<file path="src/dmem_regs.svh">
// address map, field positions, reset values and sizes of the banked data memory
`ifndef DMEM_REGS_SVH
`define DMEM_REGS_SVH
`define STATUS_ADDR        7'h03
`define PTR_ADDR           7'h04
`define IND_ADDR           7'h00
`define SFR_COUNT          7'h0C
`define GPR_LAST           7'h4F
`define GPR_DEPTH          68
`define ST_UPPER_HI        7
`define ST_UPPER_LO        6
`define ST_BANK            5
`define ST_WDX             4
`define ST_PD              3
`define ST_Z               2
`define ST_DC              1
`define ST_C               0
`define STATUS_POR         8'h18
`define PTR_POR            8'h00
`endif

</file>
<file path="src/dmem_pkg.sv">
// types shared by the banked data memory files
package dmem_pkg;
  typedef logic [7:0] byte_t;
  typedef enum logic [3:0] {
    region_status = 4'b0001,
    region_ptr    = 4'b0010,
    region_gpr    = 4'b0100,
    region_none   = 4'b1000
  } region_t;
endpackage

</file>
<file path="src/mem_if.sv">
// access port between the decoder and the general ram array
`timescale 1ns/1ps
interface mem_if;
  logic [6:0] idx;
  logic       we;
  logic [7:0] wdata;
  logic [7:0] rdata;
  modport ctl (output idx, output we, output wdata, input rdata);
  modport ram (input idx, input we, input wdata, output rdata);
endinterface
</file>
<file path="src/banked_data_memory_status.sv">
// banked data memory with status and bank select register
//
// Notes on behaviour
// - status bit 5 selects bank one
// - 128 byte banks, twelve special locations first
// - bank one general ram mirrors bank zero
// - direct or pointer access, pointer uses bank bit
// - 68 general bytes, eight bits each
// - only status, pointer and general ram take writes; other locations read 00h
// - status decoded at 03h and 83h
// - flag-updating writes keep result flags instead
// - expiry and powerdown flags ignore software writes
// - bit ops, swap, store leave flags alone
// - status bits 7:6 plain bits reset zero
// - subtraction flags are inverted borrows
// - power-on status is 0001 1000
`timescale 1ns/1ps
`include "dmem_regs.svh"
module banked_data_memory_status (
  input  wire logic       mclk,
  input  wire logic       rst_b,
  input  wire logic [6:0] addr,
  input  wire logic       rd,
  input  wire logic       wr,
  input  wire logic [7:0] wdata,
  input  wire logic       flags_upd,
  input  wire logic       z_upd,
  input  wire logic       z_val,
  input  wire logic       dc_upd,
  input  wire logic       dc_val,
  input  wire logic       c_upd,
  input  wire logic       c_val,
  input  wire logic       watchdog_clear_op,
  input  wire logic       sleep_op,
  input  wire logic       wdt_timeout,
  output logic [7:0]      rdata,
  output logic [7:0]      status,
  output logic [7:0]      indirect_pointer,
  output logic [7:0]      eff_addr
);
  logic                  rst_s1_reg;
  logic                  rst_s2_reg;
  logic                  rst_n;
  logic [7:0]            status_reg;
  logic [7:0]            status_next;
  logic [7:0]            ptr_reg;
  logic [7:0]            ptr_next;
  logic [7:0]            rdata_reg;
  logic [7:0]            rdata_next;
  logic [7:0]            full_addr;
  dmem_pkg::region_t     region;
  mem_if                 ram_port ();

  always_ff @(posedge mclk or negedge rst_b) begin
    if (!rst_b) begin
      rst_s1_reg <= 1'b0;
      rst_s2_reg <= 1'b0;
    end else begin
      rst_s1_reg <= 1'b1;
      rst_s2_reg <= rst_s1_reg;
    end
  end
  assign rst_n = rst_s2_reg;

  function automatic dmem_pkg::region_t decode(input logic [6:0] off);
    if (off == `STATUS_ADDR) begin
      decode = dmem_pkg::region_status;
    end else if (off == `PTR_ADDR) begin
      decode = dmem_pkg::region_ptr;
    end else if (off >= `SFR_COUNT && off <= `GPR_LAST) begin
      decode = dmem_pkg::region_gpr;
    end else begin
      decode = dmem_pkg::region_none;
    end
  endfunction

  always_comb begin
    if (addr == `IND_ADDR) begin
      full_addr = {status_reg[`ST_BANK], ptr_reg[6:0]};
    end else begin
      full_addr = {status_reg[`ST_BANK], addr};
    end
  end

  assign region            = decode(full_addr[6:0]);
  assign ram_port.idx      = full_addr[6:0] - `SFR_COUNT;
  assign ram_port.we       = wr && (region == dmem_pkg::region_gpr);
  assign ram_port.wdata    = wdata;

  gpr_array u_gpr (
    .mclk  (mclk),
    .rst_n (rst_n),
    .port  (ram_port.ram)
  );

  always_comb begin
    status_next = status_reg;
    ptr_next    = ptr_reg;
    rdata_next  = rdata_reg;
    if (wr) begin
      unique case (region)
        dmem_pkg::region_status: begin
          status_next[7:5] = wdata[7:5];
          if (!flags_upd) begin
            status_next[2:0] = wdata[2:0];
          end
        end
        dmem_pkg::region_ptr: begin
          ptr_next = wdata;
        end
        dmem_pkg::region_gpr: begin
          ptr_next = ptr_reg;
        end
        dmem_pkg::region_none: begin
          ptr_next = ptr_reg;
        end
      endcase
    end
    if (flags_upd) begin
      if (z_upd) begin
        status_next[`ST_Z] = z_val;
      end
      if (dc_upd) begin
        status_next[`ST_DC] = dc_val;
      end
      if (c_upd) begin
        status_next[`ST_C] = c_val;
      end
    end
    if (wdt_timeout) begin
      status_next[`ST_WDX] = 1'b0;
    end else if (watchdog_clear_op) begin
      status_next[`ST_WDX] = 1'b1;
      status_next[`ST_PD]  = 1'b1;
    end else if (sleep_op) begin
      status_next[`ST_WDX] = 1'b1;
      status_next[`ST_PD]  = 1'b0;
    end
    if (rd) begin
      unique case (region)
        dmem_pkg::region_status: rdata_next = status_reg;
        dmem_pkg::region_ptr:    rdata_next = ptr_reg;
        dmem_pkg::region_gpr:    rdata_next = ram_port.rdata;
        dmem_pkg::region_none:   rdata_next = 8'h00;
      endcase
    end
  end

  always_ff @(posedge mclk or negedge rst_n) begin
    if (!rst_n) begin
      status_reg <= `STATUS_POR;
      ptr_reg    <= `PTR_POR;
      rdata_reg  <= 8'h00;
    end else begin
      status_reg <= status_next;
      ptr_reg    <= ptr_next;
      rdata_reg  <= rdata_next;
    end
  end

  assign rdata            = rdata_reg;
  assign status           = status_reg;
  assign indirect_pointer = ptr_reg;
  assign eff_addr         = full_addr;
endmodule // banked_data_memory_status

</file>
<file path="src/gpr_array.sv">
// 68 byte general ram array held in flip-flops
`timescale 1ns/1ps
`include "dmem_regs.svh"
module gpr_array (
  input  wire logic mclk,
  input  wire logic rst_n,
  mem_if.ram        port
);
  logic [7:0] mem_reg [`GPR_DEPTH];

  always_ff @(posedge mclk) begin
    if (port.we && port.idx < 7'(`GPR_DEPTH)) begin
      mem_reg[port.idx] <= port.wdata;
    end
  end

  assign port.rdata = (port.idx < 7'(`GPR_DEPTH)) ? mem_reg[port.idx] : 8'h00;
endmodule // gpr_array

</file>
<file path="config.mk">
export PLATFORM = sky130hd
export DESIGN_NAME = banked_data_memory_status
export DESIGN_NICKNAME = d
export VERILOG_FILES = /design/src/dmem_pkg.sv /design/src/mem_if.sv /design/src/banked_data_memory_status.sv /design/src/gpr_array.sv
export VERILOG_INCLUDE_DIRS = /design/src
export SDC_FILE = /design/constraint.sdc
export NUM_CORES = 1
export LEC_CHECK = 0
export ABC_AREA = 1
export ABC_CLOCK_PERIOD_IN_PS = 2900
export BUFFER_PORTS_ARGS = -buffer_cell sky130_fd_sc_hd__buf_4
export CAP_MARGIN = 20
export CORE_ASPECT_RATIO = 0.5
export CORE_MARGIN = 8
export CORE_UTILIZATION = 62
export CTS_BUF_LIST = sky130_fd_sc_hd__clkbuf_2 sky130_fd_sc_hd__clkbuf_4 sky130_fd_sc_hd__clkbuf_8
export CTS_CLUSTER_SIZE = 24
export DETAILED_ROUTE_END_ITERATION = 6
export PLACE_DENSITY = 0.84
export SLEW_MARGIN = 20
export SYNTH_ARGS = -nofsm -noshare
export SYNTH_HDL_FRONTEND = slang
export SYNTH_SLANG_ARGS = --single-unit
export TNS_END_PERCENT = 100
</file>
<file path="constraint.sdc">
create_clock -name mclk -period 2.9 [get_ports mclk]
set_clock_uncertainty 0.2 [all_clocks]
set_input_delay 0 -clock mclk [delete_from_list [all_inputs] [get_ports mclk]]
set_output_delay 0 -clock mclk [all_outputs]
set_load 0.005 [all_outputs]
</file>
Word-level counts from Yosys, hierarchy flattened
Memory sizes are Yosys's and may differ from the RTL's.
Index checks and enable logic that the tools add are counted.
Widths: inputs -> output; s select.
- bits in latches: 0
- RAM bits: 544
- flip-flop bits (word level): 26
- input port bits: 29
- memories: 1
- word-level logic and storage cells: 47
- output and inout bits: 32
- bits in read-only memories: 0
- reductions and logical operators: 9
- bitwise logic cells: 1
- magnitude comparators: 3
- multiplexer cells: 18
- multipliers: 0
- shifts and indexed selects: 0
- equal/unequal tests: 6
- div/mod/pow operators: 0
- $add $sub $neg: 1
- memories (memory ; depth ; width ; rd ports ; clocked after Yosys merged registers in ; wr ports ; RTL line ; source):
    u_gpr.mem_reg ; 68 ; 8 ; 1 ; 0 ; 1 ; gpr_array.sv:9 ; logic [7:0] mem_reg [`GPR_DEPTH];
- operator list (operator ; count):
    $pmux 8 s4 ; 1
    $mux 3 ; 4
    $mux 4 ; 3
    $mux 8 ; 1
    $eq 7x2->1 const B ; 1
    $eq 7x3->1 const B ; 1
    $ge 7x4->1 const B ; 1
    $le 7x7->1 const B ; 1
    $logic_not 7->1 ; 1
    $lt 7x7->1 const B ; 1
    $mux 7 ; 1
    $sub 7x4->7 const B ; 1
    $mux 1 ; 6
    $reduce_and 2->1 ; 3
    $eq 4x1->1 const B ; 1
    $eq 4x2->1 const B ; 1
    $eq 4x3->1 const B ; 1
    $eq 4x4->1 const B ; 1
    $mux 2 ; 2
    $logic_and 1x1->1 ; 3
    $reduce_bool 3->1 ; 1
    $reduce_bool 2->1 ; 1
    $not 1->1 ; 1

Longest topological paths before layout
- depth after elaboration: 12
- gate-level depth with buffers: 21
- gate-level depth less buffers: 19

Hierarchy
From an unflattened synthesis, not the netlist that was laid out.
- cells, all modules: 2518
- area, all modules: 25036.5 um2
- modules (own cells, without submodules) (module ; cells an instance ; sequential area each (um2) ; area each (um2) ; instances):
    gpr_array ; 2290 ; 16335.7 ; 23357.4 ; 1
    banked_data_memory_status ; 228 ; 653.1 ; 1679.1 ; 1

Worst setup path after synthesis
OpenSTA, ideal clock, no wires.
- path kind: input to register
- start point: input addr[0]
- end point: memory u_gpr.mem_reg[16][0] (enable)
- setup time: 0.370 ns
- data required time: 2.330 ns
- slack: -0.360 ns
- data arrival time: 2.690 ns
- buffers on the path: 2
- cell stages on the path: 16
- path through: nor2_1 nand2_2 nor2_8 nand2_2 nand2_4 buf_2 buf_2 ha_1 nand2_1 nand2_2 nand3_1 o21ai_2 nand3_4 nor2_8 nand3_4 nor2_1
- cells in the longest elaborated chain, start to end: 12
- elaborated cells between the ends (all ways): 17
- those cells by class: add/sub (1); order compare (3); eq/ne (3); mux (6); reduce/logical (4)
- ends and longest elaborated chain (element ; RTL line ; source):
    from (decl) ; banked_data_memory_status.sv:22 ; input wire logic [6:0] addr,
    $logic_not 7->1 (no line) (*) ; -- ;
    $mux 7 (*) ; banked_data_memory_status.sv:78 ; if (addr == `IND_ADDR) begin
    named net eff_addr[2] ; banked_data_memory_status.sv:39 ; output logic [7:0] eff_addr
    $ge 7x4->1 (no line) / $le 7x7->1 (equally long branches) ; -- ;
    $logic_and 1x1->1 (no line) ; -- ;
    $mux 4 ; banked_data_memory_status.sv:70 ; end else if (off >= `SFR_COUNT && off <= `GPR_LAST) begin
    $mux 4 ; banked_data_memory_status.sv:68 ; end else if (off == `PTR_ADDR) begin
    $mux 4 ; banked_data_memory_status.sv:66 ; if (off == `STATUS_ADDR) begin
    $eq 4x3->1 ; banked_data_memory_status.sv:87 ; assign ram_port.we = wr && (region == dmem_pkg::region_gpr);
    $logic_and 1x1->1 ; banked_data_memory_status.sv:87 ;
    $logic_and 1x1->1 ; gpr_array.sv:12 ; if (port.we && port.idx < 7'(`GPR_DEPTH)) begin
    $mux 1 ; gpr_array.sv:12 ;
    $mux 1 (not written as such) ; gpr_array.sv:13 ; mem_reg[port.idx] <= port.wdata;
    to (decl) ; gpr_array.sv:9 ;
The timed path passes the listed nets; every way through them passes the cells marked *.

Final worst setup path
- start point: register ptr_reg[1], in the netlist indirect_pointer[1]
- end point: register rdata_reg[1], in the netlist rdata[1]
- cells in the longest elaborated chain, start to end: 8
- elaborated cells between the ends (all ways): 18
- those cells by class: add/sub (1); order compare (3); eq/ne (6); mux (6); reduce/logical (1); memory (1)
- ends and longest elaborated chain (element ; RTL line ; source):
    from (decl) ; banked_data_memory_status.sv:46 ; logic [7:0] ptr_reg;
    from (signal assigned) ; banked_data_memory_status.sv:152 ; ptr_reg <= `PTR_POR;
    from (signal assigned) ; banked_data_memory_status.sv:156 ; ptr_reg <= ptr_next;
    parallel branches: the longest is 7 deep, another holds $mem_v2 68x8 ; -- ;
    $pmux 8 s4 (*) ; banked_data_memory_status.sv:140 ; unique case (region)
    to (signal assigned) ; banked_data_memory_status.sv:157 ; rdata_reg <= rdata_next;
    to (decl) ; banked_data_memory_status.sv:48 ; logic [7:0] rdata_reg;
Every way passes the cells marked *.
A chain may end at the register's enable or synchronous reset.

==> impl_metrics.env <==
export IMPL_status="complete, no violations"
export IMPL_setup_viol=0
export IMPL_rows=53
export IMPL_p_int_mw=12.56
export IMPL_p_clk_share_pct=36.3
export IMPL_layout_drive_gt1_share_pct=15.67
export IMPL_vdd_drop_max_mv=0.3007
export IMPL_cts_buffers_inserted=78
export IMPL_hold_class="reg2async"
export IMPL_cp_depth=15
export IMPL_core_area_um2=41710
export IMPL_grt_pass1_wl_um=110500
export IMPL_finalWirelength_um=73780
export IMPL_yosysWarnings=0
export IMPL_drv_cap=0
export IMPL_antenna_left=0
export IMPL_hold_viol_final=0
export IMPL_final_cell_area_um2=30680
export IMPL_whs_ns=0.04937
export IMPL_p_per_area_nw_per_um2=547.8
export IMPL_stdcell_count=3518
export IMPL_yosysTopAreaCell="edfxtp_1"
export IMPL_rsz0062_at_grt="yes"
export IMPL_worstMarginPinSlew_ns=1.020
export IMPL_crit_chain="inv_1, o21bai_4, buf_12, buf_12, nand2_1, nand2_1, nand2_1, nand2_1, nand2_1, nand2_1, o21ai_0, nand3_1, nand2_1, nand2_1, nand2_1"
export IMPL_drcViolationCount=0
export IMPL_syn_area_um2=26030
export IMPL_finalPower_mw=16.81
export IMPL_via_count=20136
export IMPL_fin_util_pct=73.55
export IMPL_gp_congestion=0.9390
export IMPL_crit_end="rdata[1]$_DFFE_PN0P_"
export IMPL_cts_path_max_buffers=3
export IMPL_grt_max_degree=86
export IMPL_post_route_period_util_pct=99.88
export IMPL_ios=61
export IMPL_htreeDepth=3
export IMPL_dieArea_um2=49190
export IMPL_worst_path_most_repeated_cell="nand2_1"
export IMPL_crit_path_end_kind="register"
export IMPL_cpPeakStageDelay_ns=0.46
export IMPL_drt_vias_per_instance=5.724
export IMPL_dpl_hpwl_um=42900
export IMPL_crit_type="reg2reg"
export IMPL_swShare_pct=25.26
export IMPL_synthTopCellsByCount="1,189 x nand2_1, 544 x edfxtp_1, 346 x inv_1"
export IMPL_synthFlopType="edfxtp_1"
export IMPL_cpLargestDelayFamily="simple AND/OR/NAND/NOR gates"
export IMPL_syn_inst=2701
export IMPL_synth_cell_type_count=34
export IMPL_avgSynthCellArea_um2=9.637
export IMPL_r2r_slack_ns=0.004
export IMPL_start_util_pct=62.40
export IMPL_p_seq_share_pct=54.2
export IMPL_drt_initial_drc_count=2992
export IMPL_synth_seq_cells=570
export IMPL_power_leakage_nw=13.53
export IMPL_async_reset_ff_share_pct=4.561
export IMPL_clockRootBuffer="clkbuf_8"
export IMPL_fp_dieW_um=305.8
export IMPL_crit_path_top_delay_cell="dfrtp_1"
export IMPL_r2r_start="indirect_pointer[1]$_DFFE_PN0P_"
export IMPL_routedWlPerCell_um=20.97
export IMPL_synth_fp_nets=2733
export IMPL_cts_tree="done"
export IMPL_clk_pin_slew_worst_paths_ns=0.08
export IMPL_fin_nets=2941
export IMPL_synth_top_area_share_pct=62.76
export IMPL_drv_slew=0
export IMPL_crit_path_start="indirect_pointer[1]$_DFFE_PN0P_"
export IMPL_netSwitchingPower_mw=4.245
export IMPL_crit_path_start_kind="register"
export IMPL_grt_remaining_overflow=0
export IMPL_p_comb_share_pct=9.5
export IMPL_fp_dieH_um=160.9
export IMPL_grt_total_usage_pct=29.12
export IMPL_dr_pass1_iters=6
export IMPL_rr_worst_depth=15
export IMPL_yosysSeqAreaShare_pct=65.27
export IMPL_r2r_end="rdata[1]$_DFFE_PN0P_"
export IMPL_required_ns=3.21
export IMPL_clock_latency_ns=0.67
export IMPL_port_buffers=60
export IMPL_yosysMostFrequentCell="nand2_1"
export IMPL_fmax_ghz=0.3452
export IMPL_synth_area_leaders="edfxtp_1 63%, nand2_1 17%, inv_1 5.0%"
export IMPL_place_area_um2=28610
export IMPL_fin_crit_ns=2.896
export IMPL_antenna_found_initial=3
export IMPL_relSlewSlack_pct=31.97
export IMPL_cp_max_fo=57
export IMPL_grt_pass1_vias=19745
export IMPL_arrival_ns=3.21
export IMPL_crit_buf_inv=3
export IMPL_place_inst=3337
export IMPL_syn2layout_area_growth_pct=17.86
export IMPL_clock_sinks=570
export IMPL_largest_register_ffs=544
export IMPL_synth_edff_count=544
[worst min-delay path by stage]
stage                                            to  depth (start not counted)
floorplan                           rst_n$_DFF_PN0_                          0
finish              indirect_pointer[7]$_DFFE_PN0P_                          0
detailed placement                  rst_n$_DFF_PN0_                          1
global placement               rst_s1_reg$_DFF_PN0_                          1
CTS                 indirect_pointer[3]$_DFFE_PN0P_                          6
global route        indirect_pointer[7]$_DFFE_PN0P_                          0
[metrics by stage]
step,worst slack [ns],setup TNS (ns)
6_report,0.003520,0
5_1_grt,-0.04721,-0.1102
4_1_cts,0.01280,0
3_5_place_dp,-0.03438,-1.627
3_3_place_gp,0.02202,0
2_1_floorplan,-0.07818,-29.07
[power by group through the flow]
stage	logic (mW)	clock network [mW]	registers, mW
floorplan	0.738	0	9.27
global placement	1.42	0	9.28
detailed placement	1.45	0	9.28
CTS	1.51	6.08	9.10
global route	1.69	6.45	9.11
finish	1.59	6.11	9.11
[layer usage]
metal,part of all wire (%),vias to the layer above,track usage (%)
met2,45,1440,45.34
met5,0.037,-,0
met4,3.5,4,11.38
met3,14,251,9.501
li1,-,9022,-
met1,37,9419,37.98
[repair_timing]
item,4_1_cts,5_1_grt
buffers inserted,2,1
endpoints found under the hold margin,560,0
setup endpoints to repair,57,514
resized for setup,1,24
hold buffers,37,0
pin swaps,1,3
gates cloned,0,2
[cells by family (layout without fill, tap and decap cells)]
| family | Yosys count | count (layout) | synth area share [%] |
|---|---|---|---|
| compound gates | 131 | 131 | 2.711 |
| other cells | 1 | 2 | 0.01441 |
| buf+inv | 473 | 739 | 7.316 |
| fa+ha+maj | 3 | 3 | 0.1442 |
| flops | 570 | 570 | 65.27 |
| simple gates | 1523 | 1523 | 24.54 |
[cell type report]
cell class | count | area, um2
Clock inverter | 33 | 201.4
Clock buffer | 105 | 1289
Fill cell | 2561 | 11030
Antenna cell | 1 | 2.502
Tap cell | 550 | 688.2
Timing Repair Buffer | 246 | 2621
Sequential cell | 570 | 16990
Inverter | 355 | 1336
Multi-Input combinational cell | 1658 | 7548
[cell usage in the layout (no fill, tap or decap), types with 46 or more instances in the layout]
cell type  synthesis  layout
edfxtp_1         544     544
o21ai_0           90      90
nor2_2             7      47
nand2_1         1189    1179
buf_4             16     155
inv_1            346     343
nor2_1           124      54
clkbuf_8           0      80
nand3b_1          76      76
nand3_1           94      93
buf_12             0      46
[worst register-to-register path, cell delays in order (launching register included)]
cell and delay (ns):
dfrtp_1 0.46, inv_1 0.13, o21bai_4 0.19, buf_12 0.29
buf_12 0.31, nand2_1 0.15, nand2_1 0.14, nand2_1 0.08
nand2_1 0.08, nand2_1 0.05, nand2_1 0.09, o21ai_0 0.08
nand3_1 0.16, nand2_1 0.12, nand2_1 0.09, nand2_1 0.12
Power figures use the tool's default switching activity.
